===== config.mk =====
export PLATFORM = sky130hd
export DESIGN_NAME = bwc_top
export DESIGN_NICKNAME = d
export VERILOG_FILES = /design/src/bwc_pkg.sv /design/src/bwc_wrap_if.sv /design/src/bwc_top.sv /design/src/bwc_wrap_gen.sv
export VERILOG_INCLUDE_DIRS = /design/src
export SDC_FILE = /design/constraint.sdc
export NUM_CORES = 1
export LEC_CHECK = 0
export BUFFER_PORTS_ARGS = -buffer_cell sky130_fd_sc_hd__buf_2
export CORE_MARGIN = 5
export CORE_UTILIZATION = 35
export DETAILED_ROUTE_END_ITERATION = 16
export GPL_ROUTABILITY_DRIVEN = 0
export GPL_TIMING_DRIVEN = 0
export PLACE_DENSITY_LB_ADDON = 0.15
export SETUP_SLACK_MARGIN = 0.15
export SLEW_MARGIN = 20
export SYNTH_ARGS = -nofsm -noshare
export SYNTH_HDL_FRONTEND = slang
export SYNTH_HIERARCHICAL = 1
export SYNTH_SLANG_ARGS = --single-unit
export TNS_END_PERCENT = 100

===== constraint.sdc =====
create_clock -name ref_clk -period 2 [get_ports ref_clk]
set_input_delay 0.3 -clock ref_clk [delete_from_list [all_inputs] [get_ports ref_clk]]
set_output_delay 0.3 -clock ref_clk [all_outputs]
set_load 0.02 [all_outputs]

===== src/bwc_map.svh =====
// Operation
// Wrap applies to main array reads only
// Resets copy boot register into live register
// Generic read and write reach both registers
// Burst length set writes live copy only
// Bit 4 low enables wrap, boots sequential
// Wrap affects quad and DDR quad reads
// Bits 1:0 select 8/16/32/64 byte wrap
// Bits 7:5 select drive strength, default 000
// Status read takes unit address, returns byte
// Bit 2 flags corrected code word error
// Bit 1 flags corrected data error
// Bit 0 flags correction disabled
// Status register is hardware-set and read-only
// Status bits 7:3 reserved, host ignores them
// Wrapped burst returns to aligned block start
`ifndef BWC_MAP_SVH
`define BWC_MAP_SVH

// Command operation codes seen on the command port.
`define BWC_OP_GEN_REG_READ   8'h65
`define BWC_OP_GEN_REG_WRITE  8'h71
`define BWC_OP_BURST_LEN_SET  8'hc0
`define BWC_OP_CORR_READ_A    8'h18
`define BWC_OP_CORR_READ_B    8'h19

// Register addresses used by the generic register commands.
`define BWC_ADDR_WRAP_BOOT    32'h0000_0005
`define BWC_ADDR_WRAP_LIVE    32'h0080_0005

// Field positions inside both wrap configuration registers.
`define BWC_WRAP_OFF_BIT      4
`define BWC_LEN_LSB           0
`define BWC_LEN_MSB           1
`define BWC_DRIVE_LSB         5
`define BWC_DRIVE_MSB         7

// Writable bits (reserved bits 3:2 stay zero) and the boot default.
`define BWC_WRITE_MASK        8'hf3
`define BWC_BOOT_RESET        8'h10

// Field positions inside the correction status byte.
`define BWC_STAT_CODE_BIT     2
`define BWC_STAT_DATA_BIT     1
`define BWC_STAT_OFF_BIT      0

// Width of the in-block offset counter for the longest wrap.
`define BWC_WRAP_OFS_W        6

`endif


===== src/bwc_pkg.sv =====
package bwc_pkg;

    // Kind of read command that opens a burst.
    typedef enum logic [1:0] {
        BWC_RD_PLAIN,
        BWC_RD_QUAD_IO,
        BWC_RD_DDR_QUAD_IO
    } bwc_rd_kind_e;

    // Area of the device that a read targets.
    typedef enum logic [1:0] {
        BWC_TGT_MAIN,
        BWC_TGT_REGISTER,
        BWC_TGT_OTP
    } bwc_rd_target_e;

    // Command sequencer states.
    typedef enum logic [1:0] {
        BWC_ST_IDLE,
        BWC_ST_LOOKUP,
        BWC_ST_ANSWER
    } bwc_state_e;

endpackage


===== src/bwc_wrap_if.sv =====
`timescale 1ns/100ps
`default_nettype none

// Carries burst control from the register logic to the address generator.
interface bwc_wrap_if #(
    parameter int ADDR_W = 24
);
    logic              start;     // Opens a burst at base.
    logic [ADDR_W-1:0] base;      // First byte address of the burst.
    logic              enable;    // Burst wraps inside its block.
    logic [1:0]        len_code;  // Wrap length code.
    logic              advance;   // Steps to the next byte.
    logic [ADDR_W-1:0] addr;      // Current byte address.
    logic              wrapping;  // Current burst wraps.

    // The register side drives the controls.
    modport ctrl (output start, output base, output enable, output len_code,
                  output advance, input addr, input wrapping);
    // The generator side drives the address.
    modport gen (input start, input base, input enable, input len_code,
                 input advance, output addr, output wrapping);
endinterface

`default_nettype wire

===== src/bwc_top.sv =====
`timescale 1ns/100ps
`default_nettype none
`include "bwc_map.svh"

// Burst wrap configuration and correction status logic of the flash.
module bwc_top #(
    parameter int ADDR_W = 24
) (
    input  wire logic                     ref_clk,
    input  wire logic                     rst_b,
    input  wire logic                     hw_reset_pin_b,
    input  wire logic                     sw_reset,
    input  wire logic                     cmd_valid,
    output logic                          cmd_ready,
    input  wire logic [7:0]               cmd_op,
    input  wire logic [ADDR_W-1:0]        cmd_addr,
    input  wire logic [7:0]               cmd_wdata,
    output logic                          rsp_valid,
    output logic [7:0]                    rsp_data,
    output logic                          ecc_lookup,
    output logic [ADDR_W-1:0]             ecc_unit_addr,
    input  wire logic                     ecc_code_err,
    input  wire logic                     ecc_data_err,
    input  wire logic                     ecc_off,
    input  wire logic                     rd_start,
    input  wire bwc_pkg::bwc_rd_kind_e    rd_kind,
    input  wire bwc_pkg::bwc_rd_target_e  rd_target,
    input  wire logic [ADDR_W-1:0]        rd_addr,
    input  wire logic                     rd_next,
    output logic [ADDR_W-1:0]             rd_addr_out,
    output logic                          rd_wrapping,
    output logic [2:0]                    drive_strength_sel,
    output logic                          wrap_off,
    output logic [1:0]                    wrap_length_live
);
    import bwc_pkg::*;

    // The register addresses need at least this many address bits.
    if (ADDR_W < 24) begin : g_chk
        $error("bwc_top: ADDR_W must be at least 24");
    end

    // True when the address selects the boot copy.
    function automatic logic is_boot_addr(input logic [ADDR_W-1:0] a);
        return a == ADDR_W'(`BWC_ADDR_WRAP_BOOT);
    endfunction

    // True when the address selects the live copy.
    function automatic logic is_live_addr(input logic [ADDR_W-1:0] a);
        return a == ADDR_W'(`BWC_ADDR_WRAP_LIVE);
    endfunction

    // True for either correction status read code.
    function automatic logic is_corr_read(input logic [7:0] op);
        return (op == `BWC_OP_CORR_READ_A) || (op == `BWC_OP_CORR_READ_B);
    endfunction

    // True when a read qualifies for wrapping by kind and target.
    function automatic logic wrap_eligible(input bwc_rd_kind_e k,
                                           input bwc_rd_target_e t);
        logic quad;
        quad = (k == BWC_RD_QUAD_IO) || (k == BWC_RD_DDR_QUAD_IO);
        return quad && (t == BWC_TGT_MAIN);
    endfunction

    logic hw_s1_q, hw_s2_q, hw_s3_q;  // Three-stage pin synchroniser.
    logic hw_lvl_q, hw_lvl_d;         // Accepted pin level.

    // Accepts a new pin level only once the last two stages agree.
    always_comb begin
        hw_lvl_d = hw_lvl_q;
        if (hw_s2_q == hw_s3_q) begin
            hw_lvl_d = hw_s3_q;
        end
    end

    // Registers the synchroniser chain and the accepted level.
    always_ff @(posedge ref_clk) begin
        if (!rst_b) begin
            hw_s1_q  <= 1'b1;
            hw_s2_q  <= 1'b1;
            hw_s3_q  <= 1'b1;
            hw_lvl_q <= 1'b1;
        end else begin
            hw_s1_q  <= hw_reset_pin_b;
            hw_s2_q  <= hw_s1_q;
            hw_s3_q  <= hw_s2_q;
            hw_lvl_q <= hw_lvl_d;
        end
    end

    // A held pin or a software reset keeps reloading the live copy.
    logic reload;
    assign reload = !hw_lvl_q || sw_reset;

    bwc_state_e        st_q, st_d;          // Sequencer state.
    logic [7:0]        boot_q, boot_d;      // Boot copy of wrap config.
    logic [7:0]        live_q, live_d;      // Live copy of wrap config.
    logic              rsp_v_q, rsp_v_d;    // Answer strobe.
    logic [7:0]        rsp_q, rsp_d;        // Answer byte.
    logic [ADDR_W-1:0] unit_q, unit_d;      // Selected correction unit.
    logic [7:0]        stat_q, stat_d;      // Captured correction status.
    logic              take;                // A command is accepted.

    // Commands are refused only while a status read is in flight.
    assign cmd_ready = (st_q == BWC_ST_IDLE);
    assign take      = cmd_valid && cmd_ready;

    // Computes the next configuration, status and answer values.
    always_comb begin
        st_d    = st_q;
        boot_d  = boot_q;
        live_d  = live_q;
        rsp_v_d = 1'b0;
        rsp_d   = rsp_q;
        unit_d  = unit_q;
        stat_d  = stat_q;
        case (st_q)
            BWC_ST_IDLE: begin
                if (take) begin
                    // Generic read returns the addressed copy next cycle.
                    if (cmd_op == `BWC_OP_GEN_REG_READ) begin
                        rsp_v_d = 1'b1;
                        if (is_boot_addr(cmd_addr)) begin
                            rsp_d = boot_q;
                        end else if (is_live_addr(cmd_addr)) begin
                            rsp_d = live_q;
                        end else begin
                            // Unmapped addresses read as zero.
                            rsp_d = 8'h00;
                        end
                    end else if (cmd_op == `BWC_OP_GEN_REG_WRITE) begin
                        // Generic write reaches either copy; reserved bits stay zero.
                        if (is_boot_addr(cmd_addr)) begin
                            boot_d = cmd_wdata & `BWC_WRITE_MASK;
                        end else if (is_live_addr(cmd_addr)) begin
                            live_d = cmd_wdata & `BWC_WRITE_MASK;
                        end
                        // Any other address is ignored.
                    end else if (cmd_op == `BWC_OP_BURST_LEN_SET) begin
                        // Only the live copy is touched; the boot copy holds.
                        live_d = cmd_wdata & `BWC_WRITE_MASK;
                    end else if (is_corr_read(cmd_op)) begin
                        // The unit address comes with the command.
                        unit_d = cmd_addr;
                        st_d   = BWC_ST_LOOKUP;
                    end
                end
            end
            BWC_ST_LOOKUP: begin
                // The correction engine answers during the lookup cycle.
                stat_d = 8'h00;
                stat_d[`BWC_STAT_CODE_BIT] = ecc_code_err;
                stat_d[`BWC_STAT_DATA_BIT] = ecc_data_err;
                stat_d[`BWC_STAT_OFF_BIT]  = ecc_off;
                st_d = BWC_ST_ANSWER;
            end
            BWC_ST_ANSWER: begin
                // The status byte is only ever filled from hardware flags.
                rsp_v_d = 1'b1;
                rsp_d   = stat_q;
                st_d    = BWC_ST_IDLE;
            end
            default: begin
                st_d = BWC_ST_IDLE;
            end
        endcase
        // A reset reload outranks any live copy write in the same cycle.
        if (reload) begin
            live_d = boot_q;
        end
    end

    // Registers the sequencer, configuration and answer.
    always_ff @(posedge ref_clk) begin
        if (!rst_b) begin
            st_q    <= BWC_ST_IDLE;
            // Power-on leaves both copies at the boot default.
            boot_q  <= `BWC_BOOT_RESET;
            live_q  <= `BWC_BOOT_RESET;
            rsp_v_q <= 1'b0;
            rsp_q   <= 8'h00;
            unit_q  <= '0;
            stat_q  <= 8'h00;
        end else begin
            st_q    <= st_d;
            boot_q  <= boot_d;
            live_q  <= live_d;
            rsp_v_q <= rsp_v_d;
            rsp_q   <= rsp_d;
            unit_q  <= unit_d;
            stat_q  <= stat_d;
        end
    end

    // Answer and unit address outputs come from flip-flops; lookup is decoded from the state.
    assign rsp_valid     = rsp_v_q;
    assign rsp_data      = rsp_q;
    assign ecc_lookup    = (st_q == BWC_ST_LOOKUP);
    assign ecc_unit_addr = unit_q;

    // Drive strength follows the live copy.
    assign drive_strength_sel = live_q[`BWC_DRIVE_MSB:`BWC_DRIVE_LSB];
    // Active-low wrap enable: one means sequential.
    assign wrap_off           = live_q[`BWC_WRAP_OFF_BIT];
    // Length code picks 8, 16, 32 or 64 bytes.
    assign wrap_length_live   = live_q[`BWC_LEN_MSB:`BWC_LEN_LSB];

    bwc_wrap_if #(.ADDR_W(ADDR_W)) wrp ();

    // Wrap only for quad reads of the main array with wrap enabled.
    assign wrp.start    = rd_start;
    assign wrp.base     = rd_addr;
    assign wrp.enable   = wrap_eligible(rd_kind, rd_target) && !wrap_off;
    assign wrp.len_code = wrap_length_live;
    assign wrp.advance  = rd_next;

    bwc_wrap_gen #(
        .ADDR_W (ADDR_W)
    ) u_gen (
        .ref_clk (ref_clk),
        .rst_b   (rst_b),
        .wrp     (wrp)
    );

    assign rd_addr_out = wrp.addr;
    assign rd_wrapping = wrp.wrapping;

endmodule // bwc_top

`default_nettype wire


===== src/bwc_wrap_gen.sv =====
`timescale 1ns/100ps
`default_nettype none
`include "bwc_map.svh"

// Burst address generator: sequential or wrapped inside an aligned block.
module bwc_wrap_gen #(
    parameter int ADDR_W = 24
) (
    input  wire logic ref_clk,
    input  wire logic rst_b,
    bwc_wrap_if.gen   wrp
);
    import bwc_pkg::*;

    localparam int OW = `BWC_WRAP_OFS_W;

    logic [ADDR_W-1:0] addr_q, addr_d;  // Current byte address.
    logic              wrap_q, wrap_d;  // Burst wraps.
    logic [1:0]        len_q, len_d;    // Latched length code.
    logic [ADDR_W-1:0] inc;             // Address plus one.
    logic [OW-1:0]     mask;            // Offset bits inside the block.
    logic [ADDR_W-1:0] stepped;         // Address after one step.

    // Block offset mask for a length code: 8, 16, 32 or 64 bytes.
    function automatic logic [OW-1:0] len_mask(input logic [1:0] code);
        return OW'((7'h08 << code) - 7'h01);
    endfunction

    assign inc  = addr_q + ADDR_W'(1);
    assign mask = len_mask(len_q);

    // Offset bits inside the block roll over; outer bits hold when wrapping.
    for (genvar i = 0; i < ADDR_W; i++) begin : g_bit
        if (i < OW) begin : g_low
            assign stepped[i] = (!wrap_q || mask[i]) ? inc[i] : addr_q[i];
        end else begin : g_high
            assign stepped[i] = wrap_q ? addr_q[i] : inc[i];
        end
    end

    // Next burst state: a start reloads, an advance steps.
    always_comb begin
        addr_d = addr_q;
        wrap_d = wrap_q;
        len_d  = len_q;
        if (wrp.start) begin
            addr_d = wrp.base;
            wrap_d = wrp.enable;
            len_d  = wrp.len_code;
        end else if (wrp.advance) begin
            addr_d = stepped;
        end
    end

    // Registers the burst state.
    always_ff @(posedge ref_clk) begin
        if (!rst_b) begin
            addr_q <= '0;
            wrap_q <= 1'b0;
            len_q  <= 2'h0;
        end else begin
            addr_q <= addr_d;
            wrap_q <= wrap_d;
            len_q  <= len_d;
        end
    end

    assign wrp.addr     = addr_q;
    assign wrp.wrapping = wrap_q;
endmodule // bwc_wrap_gen

`default_nettype wire


==> results.txt, run 1 <==
The commonest cells after synthesis are sky130_fd_sc_hd__dfxtp_1 (80), sky130_fd_sc_hd__mux2i_1 (47), sky130_fd_sc_hd__nor2_1 (42), sky130_fd_sc_hd__nand2_1 (27), sky130_fd_sc_hd__o21ai_0 (22). After the first detailed-routing iteration, the DRC count stood at a little under 200. In this run the worst path has a maximum fanout of 5. The max-slew violation total from the final report is 0.

The final cycle utilization of the critical path came out at 91.14%. The pin count of the biggest net entering global routing came out at 15. The max-capacitance violation count is 0. The most instantiated library cell after synthesis is sky130_fd_sc_hd__dfxtp_1. The die covers around 13000 µm². The leakage power is 2.410 nW.

The startpoint identified for the worst hold timing path is hw_reset_pin_b. The most used flip-flop cell after synthesis is sky130_fd_sc_hd__dfxtp_1. The worst-case register-to-register setup slack is 0.18 ns. The worst setup path is launched from a flip-flop. The endpoint class of the critical path is a flip-flop. For this run, design rule violations remaining after detail routing come to 0. The number of endpoints with negative hold slack in the final report is 0. The average instance in the mapped netlist occupies 9.247 µm². In this run the worst hold path is classified as in2reg. The H-tree depth reported by CTS came out at 3. The via count of the first global-routing pass came out at 3550. The die is 113.7 µm tall. Derived from the worst setup path, the maximum achievable clock frequency is 0.5486 GHz. The final route contains 3588 vias. The net count of the finished layout is 655. The global-route congestion overflow total is 0. In this run the power density over the cells is 655.8 nW/µm². Setup repair after global routing could not meet its margin everywhere. The post-synthesis instance total is 407. The number of antenna violations at the first check in global routing is 0. The final instance count without filler cells came out at 717. The number of warnings reported in the yosys synthesis log came out at 6. For this design the top-level I/O count stands at between 100 and 150. The total negative setup slack is 0 ns.

Once detail routing completed, the nets flagged for antenna violations numbered 0. The initial core utilization is 36.13%. The maximum buffer depth of the clock tree came out at 2. Across the routed clock network, the largest skew measured is 0.007914 ns. TritonCTS built the clock tree. At the worst endpoint, the required time is 2.25 ns. The synthesized design spends more area on one cell type than any other, namely sky130_fd_sc_hd__dfxtp_1. The synthesized design devotes to its leading area cell type about 43% of total area.

The slew at the pin with the worst max-slew slack came out at about 0.56 ns. The overall global routing resource usage came out at between 15 and 20%. For this design, the sink count on the clock tree is 80. The later-pin clock latency in the skew report came out at about 0.35 ns.

After detailed routing, the total wire length is 11370 µm. The smallest clock period supported by the final layout is computed as 1.823 ns. The synthesized design contains 0 enable-type register cells. The root buffer cell chosen for the clock tree is sky130_fd_sc_hd__clkbuf_8.

Yosys attributes the largest share of cell area to sky130_fd_sc_hd__dfxtp_1 (43%), sky130_fd_sc_hd__mux2i_1 (13%), sky130_fd_sc_hd__nor2_1 (4.2%). The peak supply drop came out at 0.3854 mV. The number of placement rows is 37. The via density per instance came out at 5.004. The die outline width came out at 113.7 µm. The count of inserted antenna diode cells came out at 0. The kind of critical path is reg2reg. The length in cells of the worst reg-to-reg path came out at 5. The run finished with clean final reports. The startpoint identified for the worst register-to-register timing path is u_gen/wrp.addr[14].

The mean routed wirelength per cell is 15.85 µm. The setup-violating endpoint count in the final report is 0. The wire length of the first global-routing pass is 17630 µm.

The count of cells along the worst hold path is 2. The clock transition at the registers of the reported paths is around 0.08 ns. The path with the worst hold slack has its endpoint at hw_s1_q. The total CTS buffers came out at 9. The worst max-slew margin expressed relative to the limit came out at 62.52%. Counting tap cells, the placed design contains a total of 682 instances. The layout cell share with drive strength beyond 1 is 37.01%. After synthesis, the share of flip-flops with an asynchronous set or reset is 0%. In this run the critical register-to-register path is captured at u_gen/wrp.addr[18]. The count of buffers added on input and output ports is approximately 140. The number of nets in the synthesized netlist is 486.

The area of the core region is 10420 µm². The area added between synthesis and finish came out at 34.61%. The total iterations of the first detailed-routing run came out at 4. The register bit count reported by yosys is 80.

The arrival time reported for the critical path endpoint is 2.07 ns. The cell area that synthesis handed to floorplanning was approximately 3800 µm². The portion of the post-synthesis area used by sequential elements came out at 42.55%. The wire-length estimate of the detail-placed layout is 8557 µm. After clock tree synthesis, the flow added hold-fix buffers numbering 0.

The count of cell types in the netlist came out at 58.
==> power breakdown <==
part	switching, mW	internal [mW]	total, mW
clock	0.613	0.615	1.23
combinational	0.233	0.178	0.411
sequential	0.0498	1.63	1.68
total	0.895	2.43	3.32
==> cell families (layout without fill, tap and decap cells) <==
kind of cell | count (synthesis) | count (layout) | share of synthesized area (%)
other | 1 | 1 | 0.09964
adder cells (fa/ha/maj) | 1 | 1 | 0.3324
AO/OA/AOI/OAI | 69 | 69 | 11.97
XOR/XNOR | 13 | 13 | 3.025
multiplexers | 50 | 50 | 13.50
buffers and inverters | 32 | 206 | 4.455
AND/OR/NAND/NOR | 161 | 161 | 24.07
flip-flops | 80 | 80 | 42.55
==> how the worst max path moves through the flow <==
stage	startpoint	to	slack (ns)
6_report	u_gen/wrp.addr[14]	u_gen/wrp.addr[18]	0.18
3_5_place_dp	cmd_addr[11]	live_q[4]	-0.03
4_1_cts	u_gen/wrp.addr[8]	u_gen/wrp.addr[18]	0.14
3_3_place_gp	cmd_addr[11]	live_q[4]	-0.006
5_1_grt	st_q[0]	ecc_unit_addr[7]	0.09
2_1_floorplan	u_gen/wrp.addr[9]	u_gen/wrp.addr[18]	0.13
==> state kept, by name (all words and copies together), names as in the netlist, 2 cells and up <==
signal and flops:
ecc_unit_addr 24, stat_q 3, u_gen/wrp.addr 24, st_q 2, boot_q 6, u_gen/len_q 2
rsp_data 7, live_q 6
==> layer usage <==
layer	vias up	part of all wire [%]	track usage (%)
met5	-	0	0
met4	0	1.8	7.292
met3	16	6.7	4.350
met2	109	49	28.31
met1	1657	42	21.16
li1	1806	-	-
==> metrics by stage <==
stage	utilization, %	hold WS, ns	cell area [µm²]	setup slack (ns)	total power, mW
after floorplan	-	0.3863	3791	0.1337	1.928
after global placement	44.71	0.3896	4657	-0.005646	2.106
after detailed placement	44.71	0.3928	4657	-0.03047	2.111
after CTS	47.52	0.09812	4950	0.1445	3.363
after global routing	48.64	0.1141	5066	0.09218	3.487
final	48.64	0.1236	5066	0.1772	3.322
==> layout make-up <==
class | instances | area [µm²]
well taps | 136 | 170.2
fillers | 1027 | 5350
multi-input cells | 295 | 2036
flip-flops and latches | 80 | 1642
repair buffers | 158 | 835.8
clock inverters | 6 | 68.82
clock buffers | 10 | 137.6
plain buffers | 22 | 135.1
inverters | 10 | 41.29
==> layout by cell type (no fill, tap or decap), types with 3 or more instances in the layout <==
| cell | count |
|---|---|
| sky130_fd_sc_hd__and3_1 | 4 |
| sky130_fd_sc_hd__inv_1 | 8 |
| sky130_fd_sc_hd__a21oi_1 | 11 |
| sky130_fd_sc_hd__o31ai_1 | 4 |
| sky130_fd_sc_hd__nor2_1 | 42 |
| sky130_fd_sc_hd__dfxtp_4 | 9 |
| sky130_fd_sc_hd__nand4b_1 | 3 |
| sky130_fd_sc_hd__nand2_1 | 27 |
| sky130_fd_sc_hd__nand2b_1 | 9 |
| sky130_fd_sc_hd__nand3_1 | 7 |
| sky130_fd_sc_hd__nand4_1 | 6 |
| sky130_fd_sc_hd__clkbuf_8 | 10 |
| sky130_fd_sc_hd__a31oi_1 | 11 |
| sky130_fd_sc_hd__o21ai_0 | 22 |
| sky130_fd_sc_hd__mux2i_1 | 46 |
| sky130_fd_sc_hd__nor3_1 | 9 |
| sky130_fd_sc_hd__buf_2 | 141 |
| sky130_fd_sc_hd__or4_1 | 5 |
| sky130_fd_sc_hd__clkbuf_1 | 16 |
| sky130_fd_sc_hd__o211a_1 | 5 |
| sky130_fd_sc_hd__and2_1 | 3 |
| sky130_fd_sc_hd__xor2_1 | 4 |
| sky130_fd_sc_hd__and4_1 | 3 |
| sky130_fd_sc_hd__o21ai_1 | 4 |
| sky130_fd_sc_hd__clkinv_4 | 3 |
| sky130_fd_sc_hd__buf_4 | 19 |
| sky130_fd_sc_hd__dfxtp_2 | 5 |
| sky130_fd_sc_hd__nor4_1 | 9 |
| sky130_fd_sc_hd__dfxtp_1 | 66 |
| sky130_fd_sc_hd__xnor2_1 | 9 |
| sky130_fd_sc_hd__nor2b_1 | 12 |
==> worst max-delay path: stages (launching register included) <==
cell and delay (ns):
sky130_fd_sc_hd__dfxtp_2 0.35, sky130_fd_sc_hd__nand4_1 0.19, sky130_fd_sc_hd__or4_4 0.47, sky130_fd_sc_hd__buf_6 0.14, sky130_fd_sc_hd__o41a_1 0.30, sky130_fd_sc_hd__o311a_1 0.28
==> timing repair <==
item | CTS | global route
pin swaps | 4 | 7
setup buffers | 7 | 11
gates resized for setup | 7 | 10
gates cloned | 1 | 0
endpoints found under the hold margin | 0 | 0
endpoints found under the setup margin | 2 | 27
Power figures use the tool's default switching activity.
==> run 2, diff against run 1 <==
- CORE_UTILIZATION: 35 -> 44
==> run 2 against run 1 <==
Effect of this change: clock-buffer cell count up 3; power up 4.6%; critical path depth unchanged; sequential power about the same; die area down 19%; routed wire length down 5.0%; global-route usage up 2.7 points; sequential share of layout area up 0.22 points; largest power group unchanged.
==> results.txt, run 2 (same netlist as run 1, synthesis figures left out) <==
In this run the tightest slew margin relative to its limit is a little over three fifths. The boundary pin count is 144. The share of total power consumed by net switching came out at around a quarter. The finished layout holds just under 700 standard cells, fillers aside. The setup path with the least slack is of type reg2reg. The count of cells along the worst hold path came out at 2. The endpoint of the lowest-slack register-to-register path is u_gen/wrp.addr[18]. The post-layout utilization of the core came out at 60.94%. The area of the core region came out at ~8300 µm². The flow ran to the end, and the final reports show no timing, DRC or antenna violations.

The post-DP HPWL came out at approximately 8000 µm. The remaining antenna violation count after routing is 0. The post-detailed-placement cell area came out at roughly 4600 µm². TritonCTS built the clock tree. The total CTS buffers is 9. The clock network fraction of design power came out at 40.1%. The initial core utilization is 45.58%. Across the VDD grid, the largest voltage drop is 0.3735 mV. The total power of the final layout is 3.475 mW.

The total iterations of the first detailed-routing run came out at 4. The number of clock sinks came out at 80. The power density over the cells is between 600 and 700 nW/µm². The net count of the finished layout is 651. The first global-routing pass estimated between 15000 and 20000 µm of wire. The max-capacitance violation count came out at 0. The max-slew violation total from the final report came to 0. For the worst flop-to-flop path, the logic depth is 5. The sum of routed wire length over all layers is 10800 µm. The clock transition at the registers of the reported paths is ~0.080 ns. The biggest fanout along the worst timing path is 6. In this run the worst hold path is classified as in2reg. The number of DRC markers after the initial detailed-route iteration came out at 115. The overall global routing resource usage is 19.81%. The global-route congestion overflow total is 0.

The pin count of the biggest net entering global routing came out at 14. The fraction of power consumed by sequential logic came out at 48.5%. The slew at the pin with the worst max-slew slack is approximately 0.56 ns. The floorplan step defined a die boundary enclosing 10500 µm². The worst-case register-to-register setup slack came out at 0.13 ns. The via count came out at between 3k and 4k. After detailed routing, the number of vias per cell comes to 5.333. After detailed routing, the number of remaining DRC violations is 0. For hold timing, the worst endpoint is hw_s1_q.

0 antenna diodes ended up in the layout. The startpoint identified for the worst hold timing path is hw_reset_pin_b. The final cycle utilization of the critical path is 93.49%. The number of antenna violations at the first check in global routing came out at 0. The later-pin clock latency in the skew report came out at 0.34 ns. STA puts the critical path data arrival time at 2.10 ns. With fillers left out, the area of the finished cells amounts to slightly above 5000 µm². Setup repair after global routing could not meet its margin everywhere. The H-tree was split into 3 levels. Leaving out fill and tap cells, the most frequent cell in the layout is sky130_fd_sc_hd__buf_2. Summed over all nets, the switching power comes to 875.8 µW. STA classifies the critical path endpoint as a flip-flop. The required time at the endpoint of the critical path is 2.23 ns. The internal power component came out at roughly 2.6 mW. Of the cells placed in the final design, the portion with a size suffix greater than 1 is 36.40%. The area added between synthesis and finish is 33.71%. The number of endpoints with negative hold slack in the final report came to 0. The mean routed wirelength per cell came out at about 16 µm. Summed over all cells, the static leakage comes to 2.416 nW. Counting I/O delays and the setup requirement, the final critical path takes 1.870 ns. The number of placement rows came out at 33. After clock tree synthesis, the flow added hold-fix buffers numbering 0. The number of I/O port buffers is between 100 and 150.

The height of the die came out at approximately 100 µm. The via count of the first global-routing pass came out at 3502. The highest attainable clock frequency is approximately 0.53 GHz. Clock skew on the completed layout was measured at 0.008865 ns.

CTS placed an instance of sky130_fd_sc_hd__clkbuf_8 at the clock tree root. STA classifies the critical path startpoint as a flip-flop. The maximum buffer depth of the clock tree came out at 2.

In this run, the combinational gates consume 11.4% of the power. In this run the critical register-to-register path is launched from u_gen/wrp.addr[11]. In the layout the commonest cells are sky130_fd_sc_hd__buf_2 (140), sky130_fd_sc_hd__dfxtp_1 (66), sky130_fd_sc_hd__mux2i_1 (46), sky130_fd_sc_hd__nor2_1 (42), sky130_fd_sc_hd__nand2_1 (27). The instance count after placement with tap cells included came out at 651. The setup-violating endpoint count in the final report came out at 0. The die outline width came out at 102.5 µm.
==> run 2: changes by cell type in the layout (fill, tap and decap cells not counted), sizes merged <==
cell,previous run,this run
clkinv,5,2
clkbuf,26,29
buf,164,160
==> run 2: repair_timing <==
item	in CTS	in global routing
resized for setup	4	12
buffers inserted	8	7
pin swaps	0	8
setup endpoints to repair	3	28
==> run 2: how the worst max path moves through the flow <==
stage               slack (ns)          startpoint                 end
floorplan                 0.13   u_gen/wrp.addr[9]  u_gen/wrp.addr[18]
global placement        -0.006        cmd_addr[11]           live_q[4]
detailed placement       -0.02        cmd_addr[11]           live_q[4]
CTS                       0.12  u_gen/wrp.addr[11]  u_gen/wrp.addr[18]
global route              0.07  u_gen/wrp.addr[11]  u_gen/wrp.addr[17]
finish                    0.13  u_gen/wrp.addr[11]  u_gen/wrp.addr[18]
==> run 2: worst max-delay path, cell delays in order, from the launching register on <==
cell                      delay (ns)
sky130_fd_sc_hd__dfxtp_4        0.37
sky130_fd_sc_hd__nand4_4        0.12
sky130_fd_sc_hd__or4_4          0.50
sky130_fd_sc_hd__buf_6          0.15
sky130_fd_sc_hd__o41a_1         0.30
sky130_fd_sc_hd__o311a_1        0.32
==> run 2: cell type report <==
cell class / count / area (µm²)
Timing Repair Buffer: 154 / 812.0
Sequential cell: 80 / 1642
Tap cell: 105 / 131.4
Fill cell: 743 / 3226
Multi-Input combinational cell: 295 / 2029
Clock inverter: 3 / 42.54
Buffer: 22 / 135.1
Clock buffer: 13 / 201.4
Inverter: 10 / 38.79
==> run 2: layer usage <==
metal	up-vias	share of wire [%]	GRT usage [%]
met5	-	0	0
met4	0	1.9	7.669
met3	17	7.4	3.959
met2	129	50	33.91
met1	1698	41	24.41
li1	1793	-	-
==> run 2: power groups by stage <==
stage               clock (mW)  sequential (mW)  combinational (mW)
detailed placement           0             1.73               0.380
finish                    1.39             1.69               0.398
global placement             0             1.73               0.376
global route              1.49             1.69               0.433
floorplan                    0             1.77               0.162
CTS                       1.42             1.69               0.395
==> run 2: per-stage QoR <==
step	TNS, ns	hold slack, ns	worst slack [ns]
floorplan	0	0.3863	0.1337
CTS	0	0.1196	0.1173
finish	0	0.1349	0.1302
detailed placement	-0.02356	0.4033	-0.02356
global route	0	0.1341	0.06810
global placement	-0.005760	0.3880	-0.005760
==> run 3, diff against run 2 <==
- CAP_MARGIN: default -> 25
- CORE_ASPECT_RATIO: default -> 1.25
- SLEW_MARGIN: 20 -> default
==> run 3 against run 2 <==
Effect of this change: clock power is 12% lower; sequential share of layout area shrank 0.23 points; global-route usage up 0.51 points; first-iteration DRC count is 39% higher; maximum frequency up 1.8%; power decreased by 4.3%; final cell count shrank 0.15%; routed wire length up 0.69%.
==> results.txt, run 3 (same netlist as run 1, synthesis figures left out) <==
The run finished with clean final reports. Counting every sink on the clock net gives 80. The kind of critical path is reg2reg.

The count of inserted antenna diode cells is 0. The met2 usage is a little over a third. Clock latency on the worst-skew pair, taken at its later pin, is 0.35 ns. The H-tree depth reported by CTS is 3. The largest individual stage delay along the critical path comes from the cell sky130_fd_sc_hd__or3_4. In the layout the commonest cells are sky130_fd_sc_hd__buf_2 (140), sky130_fd_sc_hd__dfxtp_1 (65), sky130_fd_sc_hd__mux2i_1 (46), sky130_fd_sc_hd__nor2_1 (42), sky130_fd_sc_hd__nand2_1 (27).

At the end of the flow, the number of nets in the layout was 658. STA puts the critical path data required time at ~2.2 ns. The number of DRC markers after the initial detailed-route iteration came out at 160. The library cell used most frequently in the layout, excluding fill and tap cells, is sky130_fd_sc_hd__buf_2. The worst-case register-to-register setup slack is between 0.15 and 0.2 ns.

In the final routed layout, each cell accounts on average for 15.97 µm. The worst setup path is captured at a flip-flop. The die footprint came out at 10510 µm². The worst-case setup margin in the final layout came out at between 0.15 and 0.2 ns. The via count is 3696. The overall global routing resource usage is 20.32%.

The post-route netlist has 37.33% of its cells at a drive strength greater than 1. The final instance count without filler cells came out at 681. The height of the die came out at 113.4 µm. The total power of the final layout is 3.325 mW. The max-capacitance violation count came out at 0. The boundary pin count came out at 144. The clock passes through at most 2 buffers. The fraction of power consumed by sequential logic is approximately half. Combinational logic is responsible for 12.4% of the overall power.

After clock tree synthesis, the clock-pin slew on the worst setup and hold paths is 0.09 ns. The critical path startpoint category is a flip-flop. The arrival time reported for the critical path endpoint is 2.06 ns. The number of placement rows is 37. Net switching is roughly 28% of the power. The placed instances occupy a cell area of around 4600 µm². The largest stage delay on the critical path came out at 0.38 ns. The wire length of the first global-routing pass is 17190 µm. Traced cell by cell, the critical path runs through or3_4 > nor4b_4 > nand4b_1 > buf_6 > buf_12 > mux2i_2 > nor2_1. The global routing met3 resource utilization is 4.947%. Grouping stages by cell kind, the critical path spends the most delay in simple AND/OR/NAND/NOR gates. After global routing, the most crowded layer is met2.

The routed design has 10880 µm of wire. The die outline width came out at 92.72 µm. Setup repair after global routing could not meet its margin everywhere. The via count of the first global-routing pass is 3543. Summed over all layers, the global routing overflow is 0. The via density per instance is 5.427. Headroom to the max-slew limit came out at 61.30%. The reported net switching power is 922.1 µW.

The total CTS buffers is 9. Of the available clock period, the critical path in the final layout requires 91.80%. The setup-violating endpoint count in the final report came out at 0. The clock network fraction of design power came out at ~37%.

The analysis attributes to cell leakage a power of 2.446 nW. The area of the core region is ~8300 µm². The number of I/O port buffers is 139. Including well taps, the total number of placed cells is 643. The clock tree skew after final layout came out at 0.01330 ns.

The clock tree from TritonCTS is done. The cell at the root of the clock tree is sky130_fd_sc_hd__clkbuf_8. The total iterations of the first detailed-routing run is 4. The peak supply drop is 0.5425 mV. The final non-filler cell area came out at 5080 µm². Internal power comes to 2.403 mW. The max-slew violation total from the final report is 0. The post-DP HPWL is 8120 µm. The remaining antenna violation count after routing is 0.

The worst hold path belongs to the class in2reg. Along the worst path, the maximum fanout reaches 8. The met1 demand-to-capacity share in global routing came out at 23.59%. The buffers plus inverters on the worst setup path is 2. The number of antenna violations at the first check in global routing is 0.

The post-placement setup slack is -0.05930 ns. The pin count of the biggest net entering global routing is 16. The filler cell count came out at 736.

The highest attainable clock frequency came out at 0.5447 GHz. The area added between synthesis and finish came out at 34.97%. The final routed DRC violation total is 0.

The slew at the pin with the worst max-slew slack came out at slightly below 0.6 ns. Dividing total power by cell area gives a power density of around 650 nW/µm². The number of endpoints with negative hold slack in the final report was 0. The final critical-path required period is 1.836 ns. The initial core utilization is 45.42%.
## run 3: per-layer routing
layer / up-vias / share of wire [%]
met2: 122 / 50
met3: 22 / 5.9
met5: - / 0
li1: 1816 / -
met1: 1736 / 41
met4: 0 / 2.7
## run 3: cell type report
type,count,area (µm²),area share [%]
multi-input cells,295,2027,39.90
flip-flops and latches,80,1645,32.39
repair buffers,161,908.4,17.88
plain buffers,22,135.1,2.660
clock buffers,9,123.9,2.438
well taps,97,121.4,2.389
clock inverters,7,77.57,1.527
inverters,10,41.29,0.8128
## run 3: worst paths after layout
check / from / to / depth (start not counted)
min reg2reg: hw_s1_q / hw_s2_q / 1
max: st_q[1] / ecc_unit_addr[4] / 7
max reg2reg: st_q[1] / ecc_unit_addr[4] / 7
min: hw_reset_pin_b / hw_s1_q / 2
## run 3: repair_timing
action / in CTS / in global routing
gates cloned: 0 / 2
buffers inserted: 8 / 12
setup endpoints to repair: 3 / 27
pin swaps: 6 / 7
hold buffers: 0 / 0
gates resized for setup: 6 / 12
## run 3: through the flow
step	utilization, %	hold slack (ns)	setup TNS (ns)
floorplan	-	0.3863	0
global placement	55.61	0.3877	-0.04724
detailed placement	55.61	0.3948	-0.05930
CTS	59.07	0.1040	0
global route	61.30	0.1268	0
finish	61.30	0.1253	0
## run 3: power by group through the flow
stage          logic (mW)  registers (mW)  clock network [mW]
2_1_floorplan       0.162            1.77                   0
3_3_place_gp        0.375            1.72                   0
3_5_place_dp        0.383            1.73                   0
4_1_cts             0.398            1.69                1.27
5_1_grt             0.448            1.69                1.33
6_report            0.412            1.68                1.23
